### src/logic/cpuexe_params.svh
// constants for the arithmetic, shift and branch execution datapath
// assumes inclusion by logic/cpuexe_pkg.sv and logic/cpuexe_core.sv
`ifndef CPUEXE_PARAMS_SVH
`define CPUEXE_PARAMS_SVH
`define CPUEXE_WIDTH          16
`define CPUEXE_NREGS          16
`define CPUEXE_SEL_W          4
`define CPUEXE_IMM10_W        10
`define CPUEXE_IMM5_W         5
`define CPUEXE_TGT_W          23
`define CPUEXE_BYTE_LIMIT     10'h0FF
`define CPUEXE_WORD_LIMIT     10'h3FF
`define CPUEXE_SIMM_MIN       (-512)
`define CPUEXE_SIMM_MAX       511
`define CPUEXE_DEFAULT_WORK_REG 4'h0
`define CPUEXE_TAKEN_CYCLES   2
`define CPUEXE_NIB_MSB        3
`define CPUEXE_BYTE_MSB       7
`define CPUEXE_WORD_MSB       15
`endif

### src/logic/cpuexe_pkg.sv
// types for the execution datapath: operations, operand forms, conditions
// assumes cpuexe_params.svh is on the include path
`include "cpuexe_params.svh"
package cpuexe_pkg;
  typedef enum logic [3:0] {
    CPUEXE_OP_NOP,
    CPUEXE_OP_ADD,
    CPUEXE_OP_ADD_WITH_CARRY,
    CPUEXE_OP_SHR1,
    CPUEXE_OP_SHR_MULTI,
    CPUEXE_OP_BIT_RESET,
    CPUEXE_OP_BIT_SET,
    CPUEXE_OP_COND_BRANCH,
    CPUEXE_OP_JUMP,
    CPUEXE_OP_COMPUTED_JUMP
  } cpuexe_op_t;

  typedef enum logic [2:0] {
    CPUEXE_SRC_REG,
    CPUEXE_SRC_FILE,
    CPUEXE_SRC_IMM5,
    CPUEXE_SRC_IMM10,
    CPUEXE_SRC_SIMM10
  } cpuexe_src_t;

  typedef enum logic [3:0] {
    CPUEXE_CC_C, CPUEXE_CC_GE, CPUEXE_CC_UNS_AT_LEAST, CPUEXE_CC_GT, CPUEXE_CC_GTU,
    CPUEXE_CC_LE, CPUEXE_CC_UNS_AT_MOST, CPUEXE_CC_LT, CPUEXE_CC_LTU, CPUEXE_CC_N,
    CPUEXE_CC_NC, CPUEXE_CC_NN, CPUEXE_CC_NWRAP, CPUEXE_CC_NZ, CPUEXE_CC_WRAP,
    CPUEXE_CC_Z
  } cpuexe_cond_t;

  typedef enum logic {
    CPUEXE_ST_EXEC,
    CPUEXE_ST_FLUSH
  } cpuexe_state_t;
endpackage : cpuexe_pkg

### src/logic/cpuexe_core.sv
// execution datapath: add, add with carry, arithmetic shifts, bit ops, branches
// assumes decode presents one instruction per cycle while o_READY is high,
// and that the file register value arrives already read on i_FILE_DATA
`include "cpuexe_params.svh"
`timescale 1ns/1ps
`default_nettype none

// Contract
// - four-bit field picks one of sixteen bits
// - ten-bit immediate capped at 255 in byte mode
// - program target literal must be even
// - hold carry, half carry, negative, wrap, sticky zero
// - file forms use register zero as operand
// - register selects pick one of sixteen
// - signed ten-bit immediate is two's complement
// - add-with-carry adds C, one cycle, all flags
// - single shift keeps sign, leaves half carry alone
// - multi shift writes dest, updates N, Z only
// - branch one cycle untaken, two taken, no flags
// - unsigned conditions from carry and zero flags
// - unconditional and computed jump take two cycles
module cpuexe_core #(
  parameter int WIDTH = `CPUEXE_WIDTH,
  parameter int NREGS = `CPUEXE_NREGS
) (
  input  wire logic                        I_CLK,
  input  wire logic                        I_RESET,
  input  wire logic                        i_VALID,
  input  wire cpuexe_pkg::cpuexe_op_t      i_OP,
  input  wire cpuexe_pkg::cpuexe_src_t     i_SRC_KIND,
  input  wire cpuexe_pkg::cpuexe_cond_t    i_COND,
  input  wire logic                        i_BYTE_MODE,
  input  wire logic                        i_TO_DEFAULT,
  input  wire logic [`CPUEXE_SEL_W-1:0]    i_BASE_WORK_REG,
  input  wire logic [`CPUEXE_SEL_W-1:0]    i_SOURCE_OPERAND,
  input  wire logic [`CPUEXE_SEL_W-1:0]    i_DEST_OPERAND,
  input  wire logic [`CPUEXE_SEL_W-1:0]    i_BIT_POSITION_FIELD,
  input  wire logic [`CPUEXE_IMM5_W-1:0]   i_FIVE_BIT_IMMEDIATE,
  input  wire logic [`CPUEXE_IMM10_W-1:0]  i_TEN_BIT_IMMEDIATE,
  input  wire logic [`CPUEXE_TGT_W-1:0]    i_PROGRAM_TARGET_LITERAL,
  input  wire logic [WIDTH-1:0]            i_FILE_DATA,
  output logic                             o_READY,
  output logic                             o_FILE_WE,
  output logic [WIDTH-1:0]                 o_RESULT,
  output logic                             o_BRANCH,
  output logic [`CPUEXE_TGT_W-1:0]         o_TARGET,
  output logic                             o_BAD_OPERAND,
  output logic                             o_CARRY,
  output logic                             o_HALF_CARRY_FLAG,
  output logic                             o_NEGATIVE,
  output logic                             o_SIGNED_WRAP_FLAG,
  output logic                             o_ZERO,
  output logic [WIDTH-1:0]                 o_REG_VIEW
);
  localparam int SELW = $clog2(NREGS);

  if (WIDTH != `CPUEXE_WIDTH || NREGS != `CPUEXE_NREGS || SELW != `CPUEXE_SEL_W) begin : g_size_check
    $error("cpuexe_core: only a 16-bit word and sixteen registers are supported");
  end

  typedef struct packed {
    logic [NREGS-1:0][WIDTH-1:0] regs;
    cpuexe_pkg::cpuexe_state_t   state;
    logic                        c;
    logic                        hc;
    logic                        n;
    logic                        wrap;
    logic                        z;
    logic                        file_we;
    logic [WIDTH-1:0]            result;
    logic                        branch;
    logic [`CPUEXE_TGT_W-1:0]    target;
    logic                        bad;
  } cpuexe_st_t;

  cpuexe_st_t st;
  cpuexe_st_t next_st;

  // =====================================================
  // helpers
  // =====================================================
  function automatic logic [WIDTH-1:0] bit_mask(input logic [SELW-1:0] pos);
    bit_mask = '0;
    bit_mask[pos] = 1'b1;
  endfunction : bit_mask

  // msb index of the selected operand width
  function automatic int msb_of(input logic byte_mode);
    msb_of = byte_mode ? `CPUEXE_BYTE_MSB : `CPUEXE_WORD_MSB;
  endfunction : msb_of

  function automatic logic is_zero(input logic [WIDTH-1:0] v, input logic byte_mode);
    is_zero = byte_mode ? (v[`CPUEXE_BYTE_MSB:0] == 8'h00) : (v == 16'h0000);
  endfunction : is_zero

  // =====================================================
  // operand selection
  // =====================================================
  logic [WIDTH-1:0] opa;
  logic [WIDTH-1:0] opb;
  logic             imm_bad;
  logic             cond_true;

  always_comb begin
    imm_bad = 1'b0;
    opa     = st.regs[i_BASE_WORK_REG];
    opb     = st.regs[i_SOURCE_OPERAND];
    case (i_SRC_KIND)
      cpuexe_pkg::CPUEXE_SRC_FILE: begin
        opa = i_FILE_DATA;
        opb = st.regs[`CPUEXE_DEFAULT_WORK_REG];
      end
      cpuexe_pkg::CPUEXE_SRC_IMM5: begin
        opb = WIDTH'(i_FIVE_BIT_IMMEDIATE);
      end
      cpuexe_pkg::CPUEXE_SRC_IMM10: begin
        opa = st.regs[i_DEST_OPERAND];
        opb = WIDTH'(i_TEN_BIT_IMMEDIATE);
        imm_bad = i_BYTE_MODE && (i_TEN_BIT_IMMEDIATE > `CPUEXE_BYTE_LIMIT);
      end
      cpuexe_pkg::CPUEXE_SRC_SIMM10: begin
        opa = st.regs[i_DEST_OPERAND];
        opb = WIDTH'($signed(i_TEN_BIT_IMMEDIATE));
      end
      default: ;
    endcase
  end

  // =====================================================
  // branch conditions
  // =====================================================
  always_comb begin
    case (i_COND)
      cpuexe_pkg::CPUEXE_CC_C:   cond_true = st.c;
      cpuexe_pkg::CPUEXE_CC_GE:  cond_true = (st.n == st.wrap);
      cpuexe_pkg::CPUEXE_CC_UNS_AT_LEAST: cond_true = st.c;
      cpuexe_pkg::CPUEXE_CC_GT:  cond_true = !st.z && (st.n == st.wrap);
      cpuexe_pkg::CPUEXE_CC_GTU: cond_true = st.c && !st.z;
      cpuexe_pkg::CPUEXE_CC_LE:  cond_true = st.z || (st.n != st.wrap);
      cpuexe_pkg::CPUEXE_CC_UNS_AT_MOST: cond_true = !st.c || st.z;
      cpuexe_pkg::CPUEXE_CC_LT:  cond_true = (st.n != st.wrap);
      cpuexe_pkg::CPUEXE_CC_LTU: cond_true = !st.c;
      cpuexe_pkg::CPUEXE_CC_N:   cond_true = st.n;
      cpuexe_pkg::CPUEXE_CC_NC:  cond_true = !st.c;
      cpuexe_pkg::CPUEXE_CC_NN:  cond_true = !st.n;
      cpuexe_pkg::CPUEXE_CC_NWRAP: cond_true = !st.wrap;
      cpuexe_pkg::CPUEXE_CC_NZ:  cond_true = !st.z;
      cpuexe_pkg::CPUEXE_CC_WRAP: cond_true = st.wrap;
      default:                   cond_true = st.z;
    endcase
  end

  // =====================================================
  // next state
  // =====================================================
  logic [WIDTH:0]   sum;
  logic [4:0]       nib;
  logic [8:0]       low_byte;
  logic [WIDTH-1:0] res;
  logic             cin;
  logic             rmsb;
  logic [SELW-1:0]  wdest;
  int               m;

  always_comb begin
    next_st         = st;
    next_st.file_we = 1'b0;
    next_st.branch  = 1'b0;
    next_st.state   = cpuexe_pkg::CPUEXE_ST_EXEC;
    cin      = (i_OP == cpuexe_pkg::CPUEXE_OP_ADD_WITH_CARRY) ? st.c : 1'b0;
    sum      = {1'b0, opa} + {1'b0, opb} + {{WIDTH{1'b0}}, cin};
    nib      = {1'b0, opa[`CPUEXE_NIB_MSB:0]} + {1'b0, opb[`CPUEXE_NIB_MSB:0]} + {4'h0, cin};
    low_byte = {1'b0, opa[`CPUEXE_BYTE_MSB:0]} + {1'b0, opb[`CPUEXE_BYTE_MSB:0]} + {8'h00, cin};
    m        = msb_of(i_BYTE_MODE);
    res      = '0;
    rmsb     = 1'b0;
    wdest    = i_TO_DEFAULT ? `CPUEXE_DEFAULT_WORK_REG : i_DEST_OPERAND;
    // second cycle of a taken branch is a dead slot: nothing executes
    if (st.state == cpuexe_pkg::CPUEXE_ST_EXEC && i_VALID) begin
      next_st.bad = imm_bad || (i_PROGRAM_TARGET_LITERAL[0] &&
                    (i_OP == cpuexe_pkg::CPUEXE_OP_JUMP || i_OP == cpuexe_pkg::CPUEXE_OP_COND_BRANCH));
      case (i_OP)
        cpuexe_pkg::CPUEXE_OP_ADD, cpuexe_pkg::CPUEXE_OP_ADD_WITH_CARRY: begin
          res  = sum[WIDTH-1:0];
          rmsb = res[m];
          next_st.c  = i_BYTE_MODE ? low_byte[8] : sum[WIDTH];
          next_st.hc = nib[4];
          next_st.n  = rmsb;
          next_st.wrap = (opa[m] == opb[m]) && (rmsb != opa[m]);
          // sticky zero only clears for the carry-chain form
          if (i_OP == cpuexe_pkg::CPUEXE_OP_ADD_WITH_CARRY) begin
            next_st.z = st.z && is_zero(res, i_BYTE_MODE);
          end else begin
            next_st.z = is_zero(res, i_BYTE_MODE);
          end
        end
        cpuexe_pkg::CPUEXE_OP_SHR1: begin
          res  = {opa[WIDTH-1], opa[WIDTH-1:1]};
          if (i_BYTE_MODE) begin
            res[`CPUEXE_BYTE_MSB] = opa[`CPUEXE_BYTE_MSB];
          end
          next_st.c  = opa[0];
          next_st.n  = res[m];
          next_st.wrap = 1'b0;
          next_st.z  = is_zero(res, i_BYTE_MODE);
        end
        cpuexe_pkg::CPUEXE_OP_SHR_MULTI: begin
          res = WIDTH'($signed(opa) >>> ((i_SRC_KIND == cpuexe_pkg::CPUEXE_SRC_IMM5) ?
                  opb[SELW-1:0] : st.regs[i_SOURCE_OPERAND][SELW-1:0]));
          next_st.n = res[WIDTH-1];
          next_st.z = is_zero(res, 1'b0);
        end
        cpuexe_pkg::CPUEXE_OP_BIT_RESET: res = opa & ~bit_mask(i_BIT_POSITION_FIELD);
        cpuexe_pkg::CPUEXE_OP_BIT_SET:   res = opa | bit_mask(i_BIT_POSITION_FIELD);
        cpuexe_pkg::CPUEXE_OP_COND_BRANCH: begin
          if (cond_true) begin
            next_st.branch = 1'b1;
            next_st.target = i_PROGRAM_TARGET_LITERAL;
            next_st.state  = cpuexe_pkg::CPUEXE_ST_FLUSH;
          end
        end
        cpuexe_pkg::CPUEXE_OP_JUMP, cpuexe_pkg::CPUEXE_OP_COMPUTED_JUMP: begin
          next_st.branch = 1'b1;
          next_st.target = (i_OP == cpuexe_pkg::CPUEXE_OP_JUMP) ? i_PROGRAM_TARGET_LITERAL :
                           {7'h00, st.regs[i_SOURCE_OPERAND]};
          next_st.state  = cpuexe_pkg::CPUEXE_ST_FLUSH;
        end
        default: ;
      endcase
      if (i_OP inside {cpuexe_pkg::CPUEXE_OP_ADD, cpuexe_pkg::CPUEXE_OP_ADD_WITH_CARRY,
                       cpuexe_pkg::CPUEXE_OP_SHR1, cpuexe_pkg::CPUEXE_OP_SHR_MULTI,
                       cpuexe_pkg::CPUEXE_OP_BIT_RESET, cpuexe_pkg::CPUEXE_OP_BIT_SET}) begin
        next_st.result = res;
        // byte mode leaves the upper half of a destination register untouched; a file write gets the whole result
        if (i_SRC_KIND == cpuexe_pkg::CPUEXE_SRC_FILE && !i_TO_DEFAULT) begin
          next_st.file_we = 1'b1;
        end else if (i_BYTE_MODE) begin
          next_st.regs[wdest][`CPUEXE_BYTE_MSB:0] = res[`CPUEXE_BYTE_MSB:0];
        end else begin
          next_st.regs[wdest] = res;
        end
      end
    end
  end

  always_ff @(posedge I_CLK or posedge I_RESET) begin
    if (I_RESET) begin
      st <= '0;
    end else begin
      st <= next_st;
    end
  end

  assign o_READY            = (st.state == cpuexe_pkg::CPUEXE_ST_EXEC);
  assign o_FILE_WE          = st.file_we;
  assign o_RESULT           = st.result;
  assign o_BRANCH           = st.branch;
  assign o_TARGET           = st.target;
  assign o_BAD_OPERAND      = st.bad;
  assign o_CARRY            = st.c;
  assign o_HALF_CARRY_FLAG  = st.hc;
  assign o_NEGATIVE         = st.n;
  assign o_SIGNED_WRAP_FLAG = st.wrap;
  assign o_ZERO             = st.z;
  assign o_REG_VIEW         = st.regs[i_DEST_OPERAND];

  // =====================================================
  // checks
  // =====================================================
  property p_taken_two;
    @(posedge I_CLK) disable iff (I_RESET)
    o_BRANCH |-> !o_READY ##1 o_READY;
  endproperty
  a_taken_two: assert property (p_taken_two) else $error("taken branch not two cycles");

  property p_jump_always;
    @(posedge I_CLK) disable iff (I_RESET)
    (o_READY && i_VALID && i_OP == cpuexe_pkg::CPUEXE_OP_JUMP) |=> o_BRANCH && !o_READY;
  endproperty
  a_jump_always: assert property (p_jump_always) else $error("jump did not take");

  property p_branch_flags;
    @(posedge I_CLK) disable iff (I_RESET)
    (o_READY && i_VALID && i_OP == cpuexe_pkg::CPUEXE_OP_COND_BRANCH) |=>
      ({o_CARRY, o_HALF_CARRY_FLAG, o_NEGATIVE, o_SIGNED_WRAP_FLAG, o_ZERO} ==
       $past({o_CARRY, o_HALF_CARRY_FLAG, o_NEGATIVE, o_SIGNED_WRAP_FLAG, o_ZERO}));
  endproperty
  a_branch_flags: assert property (p_branch_flags) else $error("branch changed flags");

  property p_untaken;
    @(posedge I_CLK) disable iff (I_RESET)
    (o_READY && i_VALID && i_OP == cpuexe_pkg::CPUEXE_OP_COND_BRANCH && !cond_true) |=> o_READY && !o_BRANCH;
  endproperty
  a_untaken: assert property (p_untaken) else $error("untaken branch stalled");

  property p_unsigned_at_least;
    @(posedge I_CLK) disable iff (I_RESET)
    (o_READY && i_VALID && i_OP == cpuexe_pkg::CPUEXE_OP_COND_BRANCH &&
     i_COND == cpuexe_pkg::CPUEXE_CC_UNS_AT_LEAST) |=> (o_BRANCH == $past(o_CARRY));
  endproperty
  a_unsigned_at_least: assert property (p_unsigned_at_least) else $error("unsigned at-least wrong");

  property p_shr1_keep;
    @(posedge I_CLK) disable iff (I_RESET)
    (o_READY && i_VALID && i_OP == cpuexe_pkg::CPUEXE_OP_SHR1) |=>
      o_HALF_CARRY_FLAG == $past(o_HALF_CARRY_FLAG) && o_RESULT[15] == $past(opa[15]);
  endproperty
  a_shr1_keep: assert property (p_shr1_keep) else $error("single shift broke half carry or sign");

  property p_multi_flags;
    @(posedge I_CLK) disable iff (I_RESET)
    (o_READY && i_VALID && i_OP == cpuexe_pkg::CPUEXE_OP_SHR_MULTI) |=>
      o_CARRY == $past(o_CARRY) && o_NEGATIVE == o_RESULT[15] && o_ZERO == (o_RESULT == 16'h0000);
  endproperty
  a_multi_flags: assert property (p_multi_flags) else $error("multi shift flags wrong");

  property p_sticky_z;
    @(posedge I_CLK) disable iff (I_RESET)
    (o_READY && i_VALID && i_OP == cpuexe_pkg::CPUEXE_OP_ADD_WITH_CARRY && !o_ZERO) |=> !o_ZERO;
  endproperty
  a_sticky_z: assert property (p_sticky_z) else $error("sticky zero set by add with carry");

  property p_imm_range;
    @(posedge I_CLK) disable iff (I_RESET)
    (o_READY && i_VALID && i_SRC_KIND == cpuexe_pkg::CPUEXE_SRC_IMM10 && i_BYTE_MODE &&
     i_TEN_BIT_IMMEDIATE > `CPUEXE_BYTE_LIMIT && i_OP == cpuexe_pkg::CPUEXE_OP_ADD) |=> o_BAD_OPERAND;
  endproperty
  a_imm_range: assert property (p_imm_range) else $error("byte immediate over range not flagged");

  c_taken: cover property (@(posedge I_CLK) disable iff (I_RESET) o_BRANCH);
  c_carry: cover property (@(posedge I_CLK) disable iff (I_RESET) $rose(o_CARRY));
  c_filewr: cover property (@(posedge I_CLK) disable iff (I_RESET) o_FILE_WE);
endmodule : cpuexe_core

`default_nettype wire

### config.mk
export PLATFORM = sky130hd
export DESIGN_NAME = cpuexe_core
export DESIGN_NICKNAME = d
export VERILOG_FILES = /design/src/logic/cpuexe_pkg.sv /design/src/logic/cpuexe_core.sv
export VERILOG_INCLUDE_DIRS = /design/src /design/src/logic
export SDC_FILE = /design/constraint.sdc
export NUM_CORES = 1
export LEC_CHECK = 0
export BUFFER_PORTS_ARGS = -buffer_cell sky130_fd_sc_hd__buf_2
export CAP_MARGIN = 20
export CELL_PAD_IN_SITES_DETAIL_PLACEMENT = 0
export CELL_PAD_IN_SITES_GLOBAL_PLACEMENT = 1
export CORE_MARGIN = 10
export CORE_UTILIZATION = 45
export CTS_BUF_LIST = sky130_fd_sc_hd__clkbuf_4
export CTS_CLUSTER_DIAMETER = 120
export CTS_CLUSTER_SIZE = 24
export DETAILED_ROUTE_END_ITERATION = 16
export PLACE_DENSITY = 0.75
export SYNTH_ARGS = -nofsm -noshare
export SYNTH_HDL_FRONTEND = slang
export SYNTH_SLANG_ARGS = --single-unit
export TNS_END_PERCENT = 20
### constraint.sdc
create_clock -name I_CLK -period 12.07 [get_ports I_CLK]
set_clock_uncertainty 0.15 [all_clocks]
set_input_delay 0 -clock I_CLK [delete_from_list [all_inputs] [get_ports I_CLK]]
set_output_delay 0 -clock I_CLK [all_outputs]
set_load 0.005 [all_outputs]
==> results by group, run 1 <==
GRT
  – Vias in the first global route: 17900
  – Largest net degree at the start of global routing: 124
  – Remaining global-route overflow: 0
  – Gr usage total: 27.5%
  – Global-route wire length before repair: 119000 um
  – Antenna violations before repair: 4

Placed design
  – Port bufs: 149
  – Pre-CTS setup slack: around 5600 ps
  – Gpl congestion: 0.973
  – DPL Wire Length: 55800 um
  – Area after DPL: around 22000 um2

Clock network
  – TritonCTS clock tree: done
  – Clock Sinks: 303
  – Clock transition at path regs: 260 ps
  – Clock Latency Late Sink: 810 ps
  – CTS max path bufs: 3
  – TritonCTS buffer count: 17
  – Number of H-tree levels: 1
  – Root Buffer: clkbuf_4

Synth
  – Seq/Total Area, Yosys: a little over a third
  – Synth Register Bits: 303
  – Fraction of registers with async set or reset after synthesis: 100%
  – Most frequent cell after synthesis: dfrtp_1
  – Syn_nets: 2171
  – Synth top cells by count: dfrtp_1 (303), nor2_1 (258), a21oi_1 (248), mux4_2 (187), nand2_1 (171)
  – Post-synth EDFFs: 0
  – Dominant synthesized flop cell: dfrtp_1
  – Netlist Area Pre-Place: 21400 um2
  – Syn Area/Cell: ~10 um2
  – Cells after synthesis: 2068
  – Cell taking the most area after synthesis: dfrtp_1
  – Post-synth cell types: 94
  – Total number of yosys warnings: 0
  – Synth top area share: 35.4%
  – Top post-synthesis cells by area: dfrtp_1 (35%), mux4_2 (20%), a21oi_1 (5.8%)

Floorplan
  – Die Span Y: 238 um
  – Initial Util: 45.7%
  – Cell row count: 79
  – Die area: 56800 um2
  – Core area: 46900 um2
  – Die X-Extent: 238 um
  – IO Count: 150

Timing
  – Final setup margin: 5740 ps
  – Post-route minimum period: 6330 ps
  – Unrepaired setup endpoints after global routing: no
  – Normalized max-slew margin: 27.5%
  – Worst-Margin Slew: 1090 ps
  – Fin crit share: 52.4%
  – Count of final setup violators: 0
  – Slew Limit Fails: 0
  – Fmax: 0.158 GHz
  – Final hold vios: 0
  – Fin Setup TNS: 0 ps

Power
  – Sequential share of power: 49.6%
  – Switching part of the total power: 37.4%
  – P_leak: 9.88 nW
  – NetSw: between 0.0009 and 0.001 W
  – Power Density: 108 nW/um2
  – Combinational share of power: 32.7%
  – Clock Power Share: 17.7%
  – Internal power: 0.00157 W
  – Total power: 0.00251 W
  – Max IR drop VDD: 58.6 uV

Routing
  – Initial DRC Count: 2512
  – DR pass1 iterations: 7
  – Residual DRC: 0
  – Drt via density: approximately 6.6
  – Routed wire per std cell: about 29 um
  – Via total after detailed routing: 18500
  – DRT Wirelength: 79300 um
  – Antenna Violating Nets Remaining: 0

Worst setup path
  – CP arrival: 6920 ps
  – Reg2reg end: o_NEGATIVE
  – Crit path launch type: flop
  – Setup Crit Path Kind: reg2reg
  – Worst Path Max Fanout: 5
  – Worst R2R Path Depth: 18
  – Crit. End Element: flop
  – Req. time, crit path: 12660 ps
  – Worst R2R Setup Slack: 5740 ps

Cells and area
  – Nets: about 2300
  – Synthesis-to-layout area growth: 8.58%
  – Layout cells sized above 1: 24.8%
  – Final Instance Area: 23300 um2

Hold path
  – Hold Crit Endpoint: o_TARGET[6]
  – Worst hold stages: 4
  – Worst min path class: in2reg
  – Worst hold path startpoint: i_PROGRAM_TARGET_LITERAL[6]

Outcome
  – Status: completed

Run
  – Max Cap Viol: 0
==> cells in the final DEF (no fill, tap or decap), types with 26 or more instances in the layout <==
| cell type | count |
|---|---|
| mux2_2 | 66 |
| buf_4 | 49 |
| a22oi_1 | 51 |
| dlygate4sd3_1 | 96 |
| o21ai_0 | 119 |
| inv_1 | 26 |
| nor2_1 | 258 |
| mux2i_1 | 62 |
| a21oi_1 | 248 |
| dfrtp_1 | 303 |
| nor2b_1 | 32 |
| nand2_1 | 171 |
| mux4_2 | 187 |
| buf_2 | 146 |
==> power groups by stage <==
stage               combinational, W  sequential [W]  clock, W
detailed placement          0.000778         0.00125         0
CTS                         0.000807         0.00123  0.000454
finish                      0.000820         0.00124  0.000443
global route                0.000879         0.00126  0.000481
floorplan                   0.000589         0.00120         0
global placement            0.000767         0.00125         0
==> area by class of cell <==
| class | instances | area (um2) |
|---|---|---|
| clock inverters | 3 | 66.3 |
| clock buffers | 17 | 128 |
| well taps | 607 | 759 |
| multi-input cells | 1522 | 12500 |
| inverters | 29 | 116 |
| flip-flops and latches | 303 | 7580 |
| diodes | 1 | 2.50 |
| repair buffers | 295 | 2110 |
| fillers | 4290 | 23600 |
==> worst max-delay path, cell delays in order (launching register included) <==
cell and delay (ps):
dfrtp_1 520, mux4_2 500, and2_1 170, a211oi_1 220, a21oi_1 250, a221o_1 430, dlygate4sd3_1 560, ha_1 330
inv_1 80, a21oi_1 50, o21ai_0 550, a21oi_1 200, a221oi_1 550, or3_1 190, and3_1 260, nor2_1 60
a2111oi_0 440, o22a_1 200, dlygate4sd3_1 540
==> worst max-delay path by stage <==
stage | endpoint | slack (ps) | depth (start not counted)
floorplan | async pin | 3550 | 1
global placement | o_RESULT[14] | 5760 | 22
detailed placement | o_RESULT[14] | 5620 | 22
CTS | o_NEGATIVE | 5870 | 18
global route | o_NEGATIVE | 5530 | 18
finish | o_NEGATIVE | 5740 | 18
==> routing by layer <==
metal / global-route usage, % / up-vias / part of all wire (%) / routed length (um)
met5: 0 / - / 0 / 0
met4: 11.9 / 0 / 4.6 / 3640
met3: 5.58 / 190 / 11 / 8460
met2: 41.4 / 1211 / 44 / 35000
met1: 37.9 / 9160 / 41 / 32200
li1: - / 7899 / - / -
==> through the flow <==
stage	hold slack, ps	std cells	util, %
final	32.4	2777	49.7
after global routing	42.9	2777	49.7
after CTS	3.79	2773	49.6
after detailed placement	101	2657	47.1
after global placement	94.0	2655	47.1
after floorplan	-14.0	2068	-
==> cells by family (layout without fill, tap and decap cells) <==
logic type | count (synthesis) | in the layout | share of synthesized area, %
DFF | 303 | 303 | 35.4
AOI/OAI and AO/OA | 572 | 572 | 17.0
buffers and inverters | 243 | 344 | 6.49
other | 0 | 1 | 0
muxes | 327 | 327 | 27.2
xor gates and xnor gates | 16 | 16 | 0.654
adders and majority gates | 17 | 17 | 1.06
and+or+nand+nor | 590 | 590 | 12.2
==> timing repair <==
action | in CTS | in global routing
buffers inserted | 0 | 0
gates resized for setup | 0 | 0
setup endpoints to repair | 0 | 0
hold endpoints to repair | 364 | 0
hold buffers | 96 | 0
No activity file was read; power rests on OpenSTA's default activity.
==> run 2, diff against run 1 <==
==> constraint.sdc (replaced) <==
create_clock -name I_CLK -period 6.21 [get_ports I_CLK]
set_clock_uncertainty 0.15 [all_clocks]
set_input_delay 0 -clock I_CLK [delete_from_list [all_inputs] [get_ports I_CLK]]
set_output_delay 0 -clock I_CLK [all_outputs]
set_load 0.005 [all_outputs]
==> run 2 against run 1 <==
Worst hold slack better by 39 ps; non-clock buffer count increased by 48; global-route usage up 0.45 points; combinational power is 100% higher; critical endpoint is now o_CARRY; core utilization is 0.87 points higher.
==> results by group, run 2 (synthesis gave the netlist of run 1 again) <==
Timing
  – Worst-Margin Slew: 1010 ps
  – Normalized max-slew margin: about a third
  – Unrepaired setup endpoints after global routing: yes
  – Post-route minimum period: slightly below 6000 ps
  – Slew Limit Fails: 0
  – Fmax: 0.168 GHz
  – Final hold vios: 0
  – Count of final setup violators: 0
  – Fin crit share: about 96%
  – Fin Setup TNS: 0 ps

Outcome
  – Status: completed

Power
  – Switching part of the total power: 36.9%
  – Power Density: 203 nW/um2
  – Max IR drop VDD: 108 uV
  – Sequential share of power: ~50%
  – NetSw: 0.00178 W
  – Clock Power Share: 15.8%
  – Internal power: roughly 0.003 W
  – P_leak: 10.1 nW
  – Combinational share of power: between 30 and 40%

GRT
  – Antenna violations before repair: 2
  – Global-route wire length before repair: 121000 um
  – Largest net degree at the start of global routing: 155
  – Vias in the first global route: 18100
  – Gr usage total: 27.9%
  – Remaining global-route overflow: 0

Worst setup path
  – Worst Path Max Fanout: 4
  – Req. time, crit path: about 6800 ps
  – Crit. End Element: flop
  – Setup Crit Path Kind: reg2reg
  – CP arrival: approximately 6600 ps
  – Crit path launch type: flop

Routing
  – Top layer in use: met4
  – DR WL met2: 36300 um
  – Antenna Violating Nets Remaining: 0
  – DRT Wirelength: 80100 um
  – Via total after detailed routing: roughly 19000
  – Routed wire per std cell: 28.3 um
  – Met1 WL: 31800 um
  – DR pass1 iterations: 6
  – Met3 WL post-DR: roughly 8600 um
  – Drt via density: 6.55
  – Initial DRC Count: 2043
  – Residual DRC: 0

Placed design
  – Gpl congestion: 1.01
  – Port bufs: 149
  – Placed cells: around 2700
  – DPL Wire Length: 58400 um

Clock network
  – TritonCTS clock tree: done
  – Clock Latency Late Sink: 800 ps
  – Root Buffer: clkbuf_4
  – TritonCTS buffer count: 16
  – Number of H-tree levels: 1
  – CTS max path bufs: 3
  – Clock Sinks: 303
  – Clock transition at path regs: 280 ps

Floorplan
  – Die area: 56800 um2
  – IO Count: 150
  – Die Span Y: 238 um
  – Core area: approximately 47000 um2
  – Cell row count: just under 80
  – Die X-Extent: 238 um
  – Initial Util: 45.7%

Cells and area
  – Nets: ~2300
  – Layout cells sized above 1: 26.5%
  – Fill count: 4292
  – Synthesis-to-layout area growth: 10.5%
  – Most frequent cells in the layout: dfrtp_1 (301), nor2_1 (258), a21oi_1 (247)
  – Post-Layout Cell Count: 2826
  – Area of the multi-input gates: 12500 um2
  – Register area: 7580 um2
  – Core Util, Final: 50.5%
  – Commonest non-fill, non-tap cell in the layout: dfrtp_1

Run
  – Max Cap Viol: 0

Hold path
  – Worst min path class: in2reg
==> run 2: repair_timing <==
action | CTS | global route
setup buffers | 0 | 3
hold endpoints to repair | 442 | 0
resized for setup | 0 | 12
hold buffers | 104 | 0
endpoints found under the setup margin | 0 | 7
==> run 2: metrics by stage <==
step | worst slack [ps] | total power (W) | instance area (um2) | hold WS, ps
floorplan | 722 | 0.00347 | 21400 | -14.0
global placement | 758 | 0.00394 | 22300 | 51.0
detailed placement | 737 | 0.00398 | 22400 | 57.7
CTS | 84.0 | 0.00479 | 23600 | 18.1
global route | -19.1 | 0.00506 | 23700 | 72.3
finish | 253 | 0.00482 | 23700 | 71.9
==> run 2: critical path: stages, from the launching register on <==
cell and delay, ps:
dfrtp_1 480, mux4_2 510, and2_1 170, a211oi_1 200, a21oi_1 120, buf_4 210, a221o_1 300, dlygate4sd3_1 570
ha_1 310, a21oi_1 60, dlygate4sd3_1 550, buf_4 160, o21ai_1 170, a21o_1 150, a31oi_1 130, o21bai_1 210
a21oi_2 100, o21ai_2 190, a21oi_1 90, or4_1 400, a31oi_1 180, dlygate4sd3_1 580
==> run 2: final cells by class <==
class | count | area share [%]
Tap cell | 607 | 3.21
Sequential cell | 303 | 32.0
Antenna cell | 2 | 0.0211
Clock buffer | 18 | 0.571
Timing Repair Buffer | 343 | 10.7
Multi-Input combinational cell | 1522 | 53.0
Inverter | 29 | 0.476
Clock inverter | 2 | 0.0528
==> run 2: final timing paths <==
kind,endpoint,from,depth (start not counted),slack [ps]
max,o_CARRY,flop,21,250
min,flop,i_FILE_DATA[7],7,70
max reg2reg,o_CARRY,flop,21,250
min reg2reg,o_RESULT[5],o_RESULT[5],2,370
max in group asynchronous,o_TARGET[19],I_RESET,6,4260
min in group asynchronous,st[248],I_RESET,5,350
==> run 2: power groups by stage <==
stage / Sequential, W / Clock [W] / Combinational [W]
3_3_place_gp: 0.00241 / 0 / 0.00154
6_report: 0.00240 / 0.000762 / 0.00165
4_1_cts: 0.00239 / 0.000781 / 0.00162
2_1_floorplan: 0.00233 / 0 / 0.00114
5_1_grt: 0.00243 / 0.000858 / 0.00177
3_5_place_dp: 0.00242 / 0 / 0.00156
==> run 2: layer usage <==
metal  global-route usage [%]  vias to the layer above
met1                     37.4                     9216
met3                     6.28                      176
met4                     10.1                        0
met2                     43.9                     1128
li1                         -                     8003
met5                        0                        -
